==> config.mk <==
export PLATFORM = sky130hd
export DESIGN_NAME = sas_sequencer
export DESIGN_NICKNAME = d
export VERILOG_FILES = /design/src/core/sas_pkg.sv /design/src/core/sas_sequencer.sv
export VERILOG_INCLUDE_DIRS = /design/src /design/src/core
export SDC_FILE = /design/constraint.sdc
export NUM_CORES = 1
export LEC_CHECK = 0
export BUFFER_PORTS_ARGS = -buffer_cell sky130_fd_sc_hd__buf_2
export CAP_MARGIN = 30
export CORE_AREA = 5 5 138 140
export CTS_BUF_LIST = sky130_fd_sc_hd__clkbuf_16
export DETAILED_ROUTE_END_ITERATION = 8
export DIE_AREA = 0 0 143 145
export GPL_ROUTABILITY_DRIVEN = 0
export HOLD_SLACK_MARGIN = 0.02
export PLACE_DENSITY = 0.7
export SLEW_MARGIN = 20
export SYNTH_ARGS = -nofsm -noshare
export SYNTH_HDL_FRONTEND = slang
export SYNTH_SLANG_ARGS = --single-unit
==> constraint.sdc <==
create_clock -name clk -period 2.6 [get_ports clk]
set_input_delay 0.13 -clock clk [delete_from_list [all_inputs] [get_ports clk]]
set_output_delay 0.13 -clock clk [all_outputs]
set_load 0.01 [all_outputs]
==> src/core/sas_regs.svh <==
`ifndef SAS_REGS_SVH
`define SAS_REGS_SVH
`define SAS_OFS_CTL1   4'h0
`define SAS_OFS_CTL2   4'h1
`define SAS_OFS_CTL3   4'h2
`define SAS_OFS_CHS123 4'h3
`define SAS_OFS_CHS0   4'h4
`define SAS_OFS_SCAN   4'h5
`define SAS_OFS_PORT_ANALOG_CONFIG_BITS   4'h6
`define SAS_OFS_IRQST  4'h7
`define SAS_OFS_IRQMSK 4'h8
`define SAS_TRIG_MANUAL 3'h0
`define SAS_TRIG_EXT    3'h1
`define SAS_TRIG_TIMER  3'h2
`define SAS_TRIG_AUTO   3'h7
`define SAS_CONV_TAD_10 5'h0c
`define SAS_CONV_TAD_12 5'h0e
`define SAS_NUM_INPUTS  13
`define SAS_RESET_VAL   16'h0000
`endif

==> src/core/sas_pkg.sv <==
package sas_pkg;
  typedef enum logic [1:0] {SAS_IDLE, SAS_SAMPLE, SAS_CONVERT} sas_state_e;
endpackage : sas_pkg

==> src/core/sas_sequencer.sv <==
`include "sas_regs.svh"
module sas_sequencer #(
  parameter int PRESENT_INPUTS = 13
) (
  input  wire logic        clk,
  input  wire logic        rst_n,
  input  wire logic [3:0]  regAddr,
  input  wire logic [15:0] regWdata,
  input  wire logic        regWr,
  input  wire logic        regRd,
  output logic [15:0]      regRdata,
  input  wire logic        extTrigger,
  input  wire logic        timerTrigger,
  input  wire logic [12:0] otherModulePortConfig,
  input  wire logic        sarBitDone,
  output logic             sampleConnect,
  output logic             sarConvert,
  output logic [4:0]       chan0PosSelect,
  output logic             chan0NegSelect,
  output logic             chan123PosSelect,
  output logic [1:0]       chan123NegSelect,
  output logic [1:0]       activeChannels,
  output logic             selectNegReference,
  output logic [12:0]      pinDigitalMode,
  output logic [12:0]      muxToGround,
  output logic             bufferHalf,
  output logic [3:0]       resultSlot,
  output logic             irq
);
  localparam logic [15:0] RSV = `SAS_RESET_VAL;

  logic [15:0] ctl1_q, ctl2_q, ctl3_q, chs123_q, chs0_q, scan_q, port_analog_config_bits_q;
  logic [1:0]  irqSt_q, irqMsk_q;
  logic [15:0] regRdata_q;
  sas_pkg::sas_state_e state_q;
  logic        sampleBit_q;
  logic        done_q;
  logic [7:0]  tadDiv_q;
  logic        tadTick;
  logic [4:0]  sampleCnt_q;
  logic [4:0]  convCnt_q;
  logic [3:0]  seqCnt_q;
  logic        bufHalf_q;
  logic        altB_q;
  logic [3:0]  scanIdx_q;
  logic [3:0]  slot_q;

  logic        twelveBit, autoSampleStart, scanEnable, splitBufferFill, altInputSelect;
  logic [2:0]  trigSel;
  logic [1:0]  chanCount;
  logic [3:0]  intRate;
  logic [4:0]  autoSampleTime;
  logic [7:0]  convClockDivider;
  logic        startConv, convEnd, wrCtl1, wrSt, swSampleSet, swSampleClr, swDoneClr;
  logic [4:0]  convLen;
  logic [3:0]  nextScan;
  logic        nextScanFound;

  assign twelveBit        = ctl1_q[10];
  assign trigSel          = ctl1_q[7:5];
  assign autoSampleStart  = ctl1_q[2];
  assign scanEnable       = ctl2_q[10];
  assign chanCount        = twelveBit ? 2'b00 : ctl2_q[9:8];
  assign intRate          = ctl2_q[5:2];
  assign splitBufferFill  = ctl2_q[1];
  assign altInputSelect   = ctl2_q[0];
  assign autoSampleTime   = ctl3_q[12:8];
  assign convClockDivider = ctl3_q[7:0];
  assign convLen          = twelveBit ? `SAS_CONV_TAD_12 : `SAS_CONV_TAD_10;

  assign wrCtl1      = regWr && regAddr == `SAS_OFS_CTL1;
  assign wrSt        = regWr && regAddr == `SAS_OFS_IRQST;
  assign swSampleSet = wrCtl1 && regWdata[1] && !sampleBit_q;
  assign swSampleClr = wrCtl1 && !regWdata[1] && sampleBit_q;
  assign swDoneClr   = wrCtl1 && !regWdata[0];

  // Converter clock period: system clock times divider plus one
  always_ff @(posedge clk or negedge rst_n) begin
    if (!rst_n) begin
      tadDiv_q <= 8'h00;
    end else if (startConv || (state_q != sas_pkg::SAS_CONVERT && state_q != sas_pkg::SAS_SAMPLE)) begin
      // Restart at the end of sampling so the first conversion period is a whole one
      tadDiv_q <= 8'h00;
    end else if (tadDiv_q >= convClockDivider) begin
      tadDiv_q <= 8'h00;
    end else begin
      tadDiv_q <= tadDiv_q + 8'h01;
    end
  end
  assign tadTick = tadDiv_q >= convClockDivider;

  // Conversion start: trigger source ends sampling
  always_comb begin
    startConv = 1'b0;
    if (state_q == sas_pkg::SAS_SAMPLE) begin
      case (trigSel)
        `SAS_TRIG_MANUAL: startConv = swSampleClr;
        `SAS_TRIG_EXT:    startConv = extTrigger;
        `SAS_TRIG_TIMER:  startConv = timerTrigger;
        `SAS_TRIG_AUTO:   startConv = tadTick && {1'b0, sampleCnt_q} + 6'h01 >= {1'b0, autoSampleTime};
        default:          startConv = 1'b0;
      endcase
    end
  end
  assign convEnd = state_q == sas_pkg::SAS_CONVERT && tadTick && convCnt_q == convLen - 5'h01;

  // Sample, hold, convert sequence
  always_ff @(posedge clk or negedge rst_n) begin
    if (!rst_n) begin
      state_q     <= sas_pkg::SAS_IDLE;
      sampleBit_q <= 1'b0;
      sampleCnt_q <= 5'h00;
      convCnt_q   <= 5'h00;
    end else begin
      case (state_q)
        sas_pkg::SAS_IDLE: begin
          if (swSampleSet || autoSampleStart) begin
            state_q     <= sas_pkg::SAS_SAMPLE;
            sampleBit_q <= 1'b1;
            sampleCnt_q <= 5'h00;
          end
        end
        sas_pkg::SAS_SAMPLE: begin
          if (startConv) begin
            state_q     <= sas_pkg::SAS_CONVERT;
            sampleBit_q <= 1'b0;
            convCnt_q   <= 5'h00;
          end else if (tadTick && sampleCnt_q != 5'h1f) begin
            sampleCnt_q <= sampleCnt_q + 5'h01;
          end
        end
        sas_pkg::SAS_CONVERT: begin
          if (convEnd) begin
            if (autoSampleStart) begin
              state_q     <= sas_pkg::SAS_SAMPLE;
              sampleBit_q <= 1'b1;
              sampleCnt_q <= 5'h00;
            end else begin
              state_q <= sas_pkg::SAS_IDLE;
            end
          end else if (tadTick) begin
            convCnt_q <= convCnt_q + 5'h01;
          end
        end
        default: state_q <= sas_pkg::SAS_IDLE;
      endcase
    end
  end

  // Done flag: completion wins over a software clear
  always_ff @(posedge clk or negedge rst_n) begin
    if (!rst_n) begin
      done_q <= 1'b0;
    end else if (convEnd) begin
      done_q <= 1'b1;
    end else if (startConv || swDoneClr) begin
      done_q <= 1'b0;
    end
  end

  // Sequence counting, buffer half and input alternation
  always_ff @(posedge clk or negedge rst_n) begin
    if (!rst_n) begin
      seqCnt_q  <= 4'h0;
      bufHalf_q <= 1'b0;
      altB_q    <= 1'b0;
      slot_q    <= 4'h0;
    end else if (convEnd) begin
      altB_q <= altInputSelect ? !altB_q : 1'b0;
      if (seqCnt_q >= intRate) begin
        seqCnt_q  <= 4'h0;
        bufHalf_q <= splitBufferFill ? !bufHalf_q : 1'b0;
        slot_q    <= 4'h0;
      end else begin
        seqCnt_q <= seqCnt_q + 4'h1;
        slot_q   <= slot_q + 4'h1;
      end
    end
  end

  // Next selected scan input above the current one, wrapping
  always_comb begin
    nextScan      = 4'h0;
    nextScanFound = 1'b0;
    for (int i = `SAS_NUM_INPUTS - 1; i >= 0; i--) begin
      if (scan_q[i] && 4'(i) > scanIdx_q) begin
        nextScan      = 4'(i);
        nextScanFound = 1'b1;
      end
    end
    if (!nextScanFound) begin
      for (int i = `SAS_NUM_INPUTS - 1; i >= 0; i--) begin
        if (scan_q[i]) begin
          nextScan = 4'(i);
        end
      end
    end
  end

  always_ff @(posedge clk or negedge rst_n) begin
    if (!rst_n) begin
      scanIdx_q <= 4'hf;
    end else if (!scanEnable) begin
      scanIdx_q <= 4'hf;
    end else if (convEnd || (state_q == sas_pkg::SAS_IDLE && scanIdx_q == 4'hf)) begin
      scanIdx_q <= nextScan;
    end
  end

  // Register file
  always_ff @(posedge clk or negedge rst_n) begin
    if (!rst_n) begin
      ctl1_q   <= RSV;
      ctl2_q   <= RSV;
      ctl3_q   <= RSV;
      chs123_q <= RSV;
      chs0_q   <= RSV;
      scan_q   <= RSV;
      port_analog_config_bits_q   <= RSV;
      irqMsk_q <= 2'b00;
    end else if (regWr) begin
      case (regAddr)
        `SAS_OFS_CTL1:   ctl1_q   <= regWdata & 16'h87ec;
        `SAS_OFS_CTL2:   ctl2_q   <= regWdata & 16'he73f;
        `SAS_OFS_CTL3:   ctl3_q   <= regWdata & 16'h9fff;
        `SAS_OFS_CHS123: chs123_q <= regWdata & 16'h0707;
        `SAS_OFS_CHS0:   chs0_q   <= regWdata & 16'h9f9f;
        `SAS_OFS_SCAN:   scan_q   <= regWdata & 16'h1fff;
        `SAS_OFS_PORT_ANALOG_CONFIG_BITS:   port_analog_config_bits_q   <= regWdata & 16'h1fff;
        `SAS_OFS_IRQMSK: irqMsk_q <= regWdata[1:0];
        default:         ;
      endcase
    end
  end

  // Status bit 0 sequence-rate event, bit 1 conversion done; set beats clear
  always_ff @(posedge clk or negedge rst_n) begin
    if (!rst_n) begin
      irqSt_q <= 2'b00;
    end else begin
      irqSt_q[0] <= (convEnd && seqCnt_q >= intRate) || (irqSt_q[0] && !(wrSt && regWdata[0]));
      irqSt_q[1] <= convEnd || (irqSt_q[1] && !(wrSt && regWdata[1]));
    end
  end
  assign irq = |(irqSt_q & irqMsk_q);

  always_ff @(posedge clk or negedge rst_n) begin
    if (!rst_n) begin
      regRdata_q <= 16'h0000;
    end else if (regRd) begin
      case (regAddr)
        `SAS_OFS_CTL1:   regRdata_q <= {ctl1_q[15:2], sampleBit_q, done_q};
        `SAS_OFS_CTL2:   regRdata_q <= {ctl2_q[15:10], chanCount, bufHalf_q, 1'b0, ctl2_q[5:0]};
        `SAS_OFS_CTL3:   regRdata_q <= ctl3_q;
        `SAS_OFS_CHS123: regRdata_q <= twelveBit ? 16'h0000 : chs123_q;
        `SAS_OFS_CHS0:   regRdata_q <= chs0_q;
        `SAS_OFS_SCAN:   regRdata_q <= scan_q;
        `SAS_OFS_PORT_ANALOG_CONFIG_BITS:   regRdata_q <= port_analog_config_bits_q;
        `SAS_OFS_IRQST:  regRdata_q <= {14'h0000, irqSt_q};
        `SAS_OFS_IRQMSK: regRdata_q <= {14'h0000, irqMsk_q};
        default:         regRdata_q <= 16'h0000;
      endcase
    end else begin
      regRdata_q <= 16'h0000;
    end
  end
  assign regRdata = regRdata_q;

  // Pin configuration per input; absent inputs stay analog and inert
  for (genvar g = 0; g < `SAS_NUM_INPUTS; g++) begin : g_pin
    logic digital;
    assign digital = g < PRESENT_INPUTS && (port_analog_config_bits_q[g] || otherModulePortConfig[g]);
    assign pinDigitalMode[g] = digital;
    assign muxToGround[g]    = digital;
  end

  always_ff @(posedge clk or negedge rst_n) begin
    if (!rst_n) begin
      chan0PosSelect     <= 5'h00;
      chan0NegSelect     <= 1'b0;
      chan123PosSelect   <= 1'b0;
      chan123NegSelect   <= 2'b00;
      selectNegReference <= 1'b0;
    end else begin
      if (scanEnable && scanIdx_q != 4'hf) begin
        chan0PosSelect     <= {1'b0, scanIdx_q};
        selectNegReference <= {1'b0, scanIdx_q} >= 5'(PRESENT_INPUTS);
      end else begin
        chan0PosSelect     <= altB_q ? chs0_q[12:8] : chs0_q[4:0];
        selectNegReference <= 1'b0;
      end
      chan0NegSelect   <= altB_q ? chs0_q[15] : chs0_q[7];
      chan123PosSelect <= altB_q ? chs123_q[8] : chs123_q[0];
      chan123NegSelect <= altB_q ? chs123_q[10:9] : chs123_q[2:1];
    end
  end

  assign sampleConnect  = state_q == sas_pkg::SAS_SAMPLE;
  assign sarConvert     = state_q == sas_pkg::SAS_CONVERT;
  assign activeChannels = chanCount;
  assign bufferHalf     = bufHalf_q;
  assign resultSlot     = slot_q;
  logic unusedBit;
  assign unusedBit = sarBitDone;
endmodule : sas_sequencer

==> flow_summary.yaml, run 1 <==
timing:
  hold_slack_ns: 0.0410
  max_freq_mhz: 395
  min_period_ns: 2.53
  worst_pin_slew_ns: 0.765
  skew_ns: 0.00782
  hold_viol_final: 0
  slew_headroom: 0.489
  maxSlewViolCount: 0
  finalSetupViolCount: 0
  tns_ns: 0
  fin_crit_sh: 0.973
min_path:
  hold_depth: 2
  hold-path-endpoint: "chs0_q[2]"
  hold_class: "in2reg"
  hp-start: "regWdata[2]"
synth:
  synth_nets: 743
  synth_area_per_cell_um2: 11.0
  ys_warn_count: 0
  syn_inst: 680
  synthArstFlopShare: 1.00
  synth_edf_count: 0
  syn_area_um2: 7470
  synth_cell_type_count: 74
  ys.flop_type: "dfrtp_1"
  synth_seq_area_share: 0.486
  ys_ff_latch: 145
critical_path:
  crit_arrival_ns: 2.87
  r2r_cells: 10
  critPathTopFamily: "adder cells"
  slowest_stage: "dfrtp_1"
  critical_path.cell_chain: "ha_2 -> and3_4 -> ha_4 -> ha_2 -> inv_1 -> o31ai_2 -> a41o_1 -> a221oi_4 -> buf_6 -> mux2i_1"
  r2r_end: "sampleCnt_q[2]"
  criticalPathCategory: "reg2reg"
  rrSetupSlack_ns: 0.07
  start_kind: "flop"
  path_buf_inv: 2
  r2r_start: "sampleCnt_q[0]"
  cp-end-kind: "flop"
  path_max_fanout: 4
  cpPeakStageDelay_ns: 0.39
  worstPathRequired_ns: 2.94
  cpMostUsedCell: "ha_2"
clock_network:
  cts.sinks: 145
  clkTransAtPathRegs_ns: 0.06
  ctsLongestPathBuffers: 2
  insertion_delay_ns: 0.43
  cts_root_buffer: "clkbuf_16"
  cts_tree: "built"
  cts_made_buffers: 17
  htree_levels: 4
routing:
  finalWirelength_mm: 19.2
  wl_per_cell_um: 18.7
  firstDrtPassIters: 5
  vias: 5791
  drtIter0Drc: 478
  drc_errors: 0
  viasPerCell: 5.66
  final_antenna_net_count: 0
die:
  ioPinCount: 102
  fp.dieH_um: 145
  num_rows: 49
  die_width_um: 143
  start_util: 0.422
  coreArea_um2: 17700
  die-area_um2: 20700
cells_and_area:
  drive_above_1_share: 0.342
  regArea_um2: 3630
  multi_input_area_um2: 3470
  n_antenna_cell: 0
  final_cell_mix: "140 x dfrtp_1, 99 x buf_2, 75 x mux2_2"
  final_net_count: 845
  fin_util: 0.506
  final_common_cell: "dfrtp_1"
  fin_cells: 1024
  fill_cells: 1558
  syn2layout_area_growth_pct: 20.0
placed_design:
  place_hpwl_mm: 13.5
  dp.cells: 980
  numPortBuffers: 100
flow_run:
  maxCapViolations: 0
global_route:
  track_usage: 0.190
  antenna_found_initial: 0
  grt_max_degree: 65
  grt_pass1_vias: 5773
  grt_pass1_wl_mm: 31.0
  grt_overflow_total: 0
power:
  peakVddDrop_uv: 526
  total_leakage_power_nw: 4.12
  p_total_mw: 7.88
  cellPowerDensity_nw_per_um2: 880
outcome:
  outcome: "complete, no violations"
==> state kept, by name, indices dropped and copies added (netlist names), 2 cells and up <==
register                   count
irqSt_q                        2
chan123NegSelect               2
sampleCnt_q                    5
tadDiv_q                       8
ctl1_q                         9
resultSlot                     4
chs123_q                       6
irqMsk_q                       2
seqCnt_q                       4
convCnt_q                      5
chan0PosSelect                 5
state_q                        2
port_analog_config_bits_q     13
scanIdx_q                      4
ctl2_q                        12
ctl3_q                        14
regRdata                      16
scan_q                        13
chs0_q                        12
==> layout make-up <==
class                      instances  share of cell area
clock buffer                      17              0.0475
multi-input combinational        446               0.387
sequential                       145               0.406
timing repair buffer             134              0.0899
tap                              229              0.0320
clock inverter                    15              0.0219
inverter                          38              0.0159
==> cell families (layout without fill, tap and decap cells) <==
family                     count (synthesis)  count (layout)  synth area share
DFF                                      145             145             0.486
xor gates and xnor gates                  12              12            0.0141
buffers and inverters                     89             204            0.0585
adders and majority gates                 23              23            0.0385
and+or+nand+nor                          175             175             0.123
AOI/OAI and AO/OA                        141             141             0.138
muxes                                     95              95             0.142
==> how the worst max path moves through the flow <==
stage,end,cells past startpoint,start
2_1_floorplan,sampleCnt_q[0],10,sampleCnt_q[0]
3_5_place_dp,done_q,9,sampleCnt_q[0]
5_1_grt,sampleCnt_q[1],11,sampleCnt_q[0]
6_report,sampleCnt_q[2],10,sampleCnt_q[0]
3_3_place_gp,done_q,9,sampleCnt_q[0]
4_1_cts,sampleCnt_q[2],11,sampleCnt_q[0]
==> routing by layer <==
metal  vias to the layer above  global-route usage  routed length (um)
met5                         -                   0                   0
met4                         0              0.0589                 365
met3                        31              0.0510                1250
met2                       211               0.308                9450
met1                      2895               0.249                8120
li1                       2654                   -                   -
==> cells in the mapped netlist, drive strengths merged (8+ instances only) <==
cell type	number	share of area
o21ai	24	0.016
nor2b	9	0.0075
a31oi	12	0.011
mux2i	9	0.012
nor3	11	0.0074
a21oi	20	0.013
inv	37	0.019
ha	23	0.039
nand3	12	0.0087
dfrtp	141	0.47
nand2	49	0.026
clkbuf	18	0.0090
nor2	34	0.017
and3	8	0.0067
buf	33	0.030
a22oi	28	0.028
xor2	9	0.011
or2	15	0.013
mux2	86	0.13
nand2b	10	0.0084
==> power breakdown <==
part | switching, mW | total (mW) | internal, mW
sequential | 0.517 | 3.27 | 2.75
clock | 0.966 | 2.56 | 1.60
combinational | 1.06 | 2.05 | 0.994
==> per-stage QoR <==
stage                     area, um^2  setup WS (ns)
after floorplan                 7470         0.0384
after global placement          8160         0.0429
after detailed placement        8160      -0.000898
after CTS                       8890         0.0159
after global routing            8960        -0.0268
final                           8960         0.0698
==> repair_timing <==
action,CTS,global route
resized for setup,2,11
hold buffers,11,0
buffers inserted,0,1
hold endpoints to repair,86,0
pin swaps,0,3
setup endpoints to repair,3,9
Power figures use the tool's default switching activity.
==> run 2: changes to the inputs <==
--- a/config.mk
+++ b/config.mk
@@ -9,7 +9,6 @@
 export BUFFER_PORTS_ARGS = -buffer_cell sky130_fd_sc_hd__buf_2
 export CAP_MARGIN = 30
 export CORE_AREA = 5 5 138 140
-export CTS_BUF_LIST = sky130_fd_sc_hd__clkbuf_16
 export DETAILED_ROUTE_END_ITERATION = 8
 export DIE_AREA = 0 0 143 145
 export GPL_ROUTABILITY_DRIVEN = 0
==> run 2 against run 1 <==
Effect of this change:
- critical path type unchanged
- die area unchanged
- sequential power about the same
- count of clock-buffer cells in the layout grew 2
- total power hardly changed
- combinational power hardly changed
- core utilization unchanged
- register-to-register slack barely moved
- sequential cell count stayed put
- clock power about the same
- critical endpoint unchanged
- via count decreased by 0.45%
==> flow_summary.yaml, run 2 (synthesized netlist as in run 1, its figures left out) <==
clock_network:
  clkTransAtPathRegs_ns: 0.06
  cts_tree: "built"
  cts_made_buffers: 17
  ctsLongestPathBuffers: 2
  insertion_delay_ns: 0.43
  htree_levels: 4
  cts.sinks: 145
  cts_root_buffer: "clkbuf_16"
routing:
  wl_per_cell_um: 18.7
  firstDrtPassIters: 6
  drc_errors: 0
  finalWirelength_mm: 19.2
  final_antenna_net_count: 0
  vias: 5765
  drtIter0Drc: 477
  viasPerCell: 5.63
die:
  num_rows: 49
  fp.dieH_um: 145
  start_util: 0.422
  die-area_um2: 20700
  ioPinCount: 102
  coreArea_um2: 17700
  die_width_um: 143
timing:
  min_period_ns: 2.53
  worst_pin_slew_ns: 0.773
  fin_crit_sh: 0.973
  tns_ns: 0
  hold_viol_final: 0
  maxSlewViolCount: 0
  max_freq_mhz: 395
  finalSetupViolCount: 0
  slew_headroom: 0.483
  skew_ns: 0.00730
  setup_ws_ns: 0.0694
power:
  peakVddDrop_uv: 527
  total_leakage_power_nw: 4.11
  cellPowerDensity_nw_per_um2: 880
  p_total_mw: 7.89
global_route:
  grt_pass1_wl_mm: 31.0
  track_usage: 0.190
  grt_pass1_vias: 5773
  antenna_found_initial: 0
  grt_overflow_total: 0
  grt_max_degree: 65
min_path:
  hold_depth: 2
  hold_class: "in2reg"
cells_and_area:
  final_common_cell: "dfrtp_1"
  final_net_count: 845
  n_antenna_cell: 0
  fill_cells: 1558
  syn2layout_area_growth_pct: 20.0
  fin_area_um2: 8960
  final_cell_mix: "140 x dfrtp_1, 99 x buf_2, 75 x mux2_2"
  multi_input_area_um2: 3470
  largest_reg_flops: 16
  regArea_um2: 3630
  drive_above_1_share: 0.342
critical_path:
  slowest_stage: "dfrtp_1"
  worstPathRequired_ns: 2.94
  cp-end-kind: "flop"
  critical_path.cell_chain: "ha_2 -> and3_4 -> ha_4 -> ha_2 -> inv_1 -> o31ai_2 -> a41o_1 -> a221oi_4 -> buf_6 -> mux2i_1"
  crit_arrival_ns: 2.87
  path_max_fanout: 4
  cpMostUsedCell: "ha_2"
  start_kind: "flop"
  r2r_cells: 10
  criticalPathCategory: "reg2reg"
  cpPeakStageDelay_ns: 0.40
placed_design:
  numPortBuffers: 100
  place_hpwl_mm: 13.5
  post-place-ws_ns: -0.000898
  placed_cell_area_um2: 8160
flow_run:
  maxCapViolations: 0
outcome:
  outcome: "complete, no violations"
## run 2: cell types whose count changed in the layout (fill, tap and decap cells not counted)
cell      previous run  this run
clkbuf_1             0         2
inv_1               39        37
## run 2: power by group
| group | internal, mW | switching (mW) | total [mW] |
|---|---|---|---|
| logic | 0.994 | 1.05 | 2.05 |
| registers | 2.75 | 0.518 | 3.27 |
| clock network | 1.61 | 0.963 | 2.57 |
| total | 5.35 | 2.53 | 7.89 |
## run 2: cell type report
cell class	instances	share of cell area
Timing Repair Buffer	134	0.0899
Multi-Input combinational cell	446	0.387
Inverter	38	0.0159
Clock buffer	19	0.0483
Sequential cell	145	0.406
Tap cell	229	0.0320
Clock inverter	13	0.0211
## run 2: final timing paths
kind	from	to	slack, ns
worst max-delay path	sampleCnt_q[1]	sampleCnt_q[2]	0.07
worst min register to register	ctl2_q[13]	ctl2_q[13]	0.50
min in group asynchronous	rst_n	port_analog_config_bits_q[8]	0.24
worst max register to register	sampleCnt_q[1]	sampleCnt_q[2]	0.07
worst min-delay path	regWdata[2]	chs0_q[2]	0.04
max in group asynchronous	rst_n	scanIdx_q[0]	1.56
## run 2: metal layers
| metal | up-vias | wire length (um) | GRT usage |
|---|---|---|---|
| met5 | - | 0 | 0 |
| li1 | 2654 | - | - |
| met3 | 29 | 1180 | 0.0510 |
| met1 | 2896 | 8180 | 0.249 |
| met2 | 186 | 9450 | 0.308 |
| met4 | 0 | 357 | 0.0589 |
## run 2: stage by stage
| stage | utilization | instances | hold slack, ns |
|---|---|---|---|
| after global placement | 0.460 | 980 | 0.133 |
| after CTS | 0.502 | 1023 | 0.0341 |
| after detailed placement | 0.460 | 980 | 0.133 |
| final | 0.506 | 1024 | 0.0360 |
| after global routing | 0.506 | 1024 | 0.0457 |
| after floorplan | - | 680 | -0.166 |
## run 2: what timing repair did
action                                  CTS  global route
pin swaps                                 0             3
hold buffers                             11             0
endpoints found under the setup margin    3             9
setup buffers                             0             1
endpoints found under the hold margin    86             0
gates resized for setup                   2            11
## run 2: critical path, delay by kind of cell (launching register included)
family | cells | cell delay [ns]
adders and majority gates | 3 | 0.72
AOI/OAI and AO/OA | 3 | 0.71
muxes | 1 | 0.18
buffers and inverters | 2 | 0.24
DFF | 1 | 0.40
and+or+nand+nor | 1 | 0.19
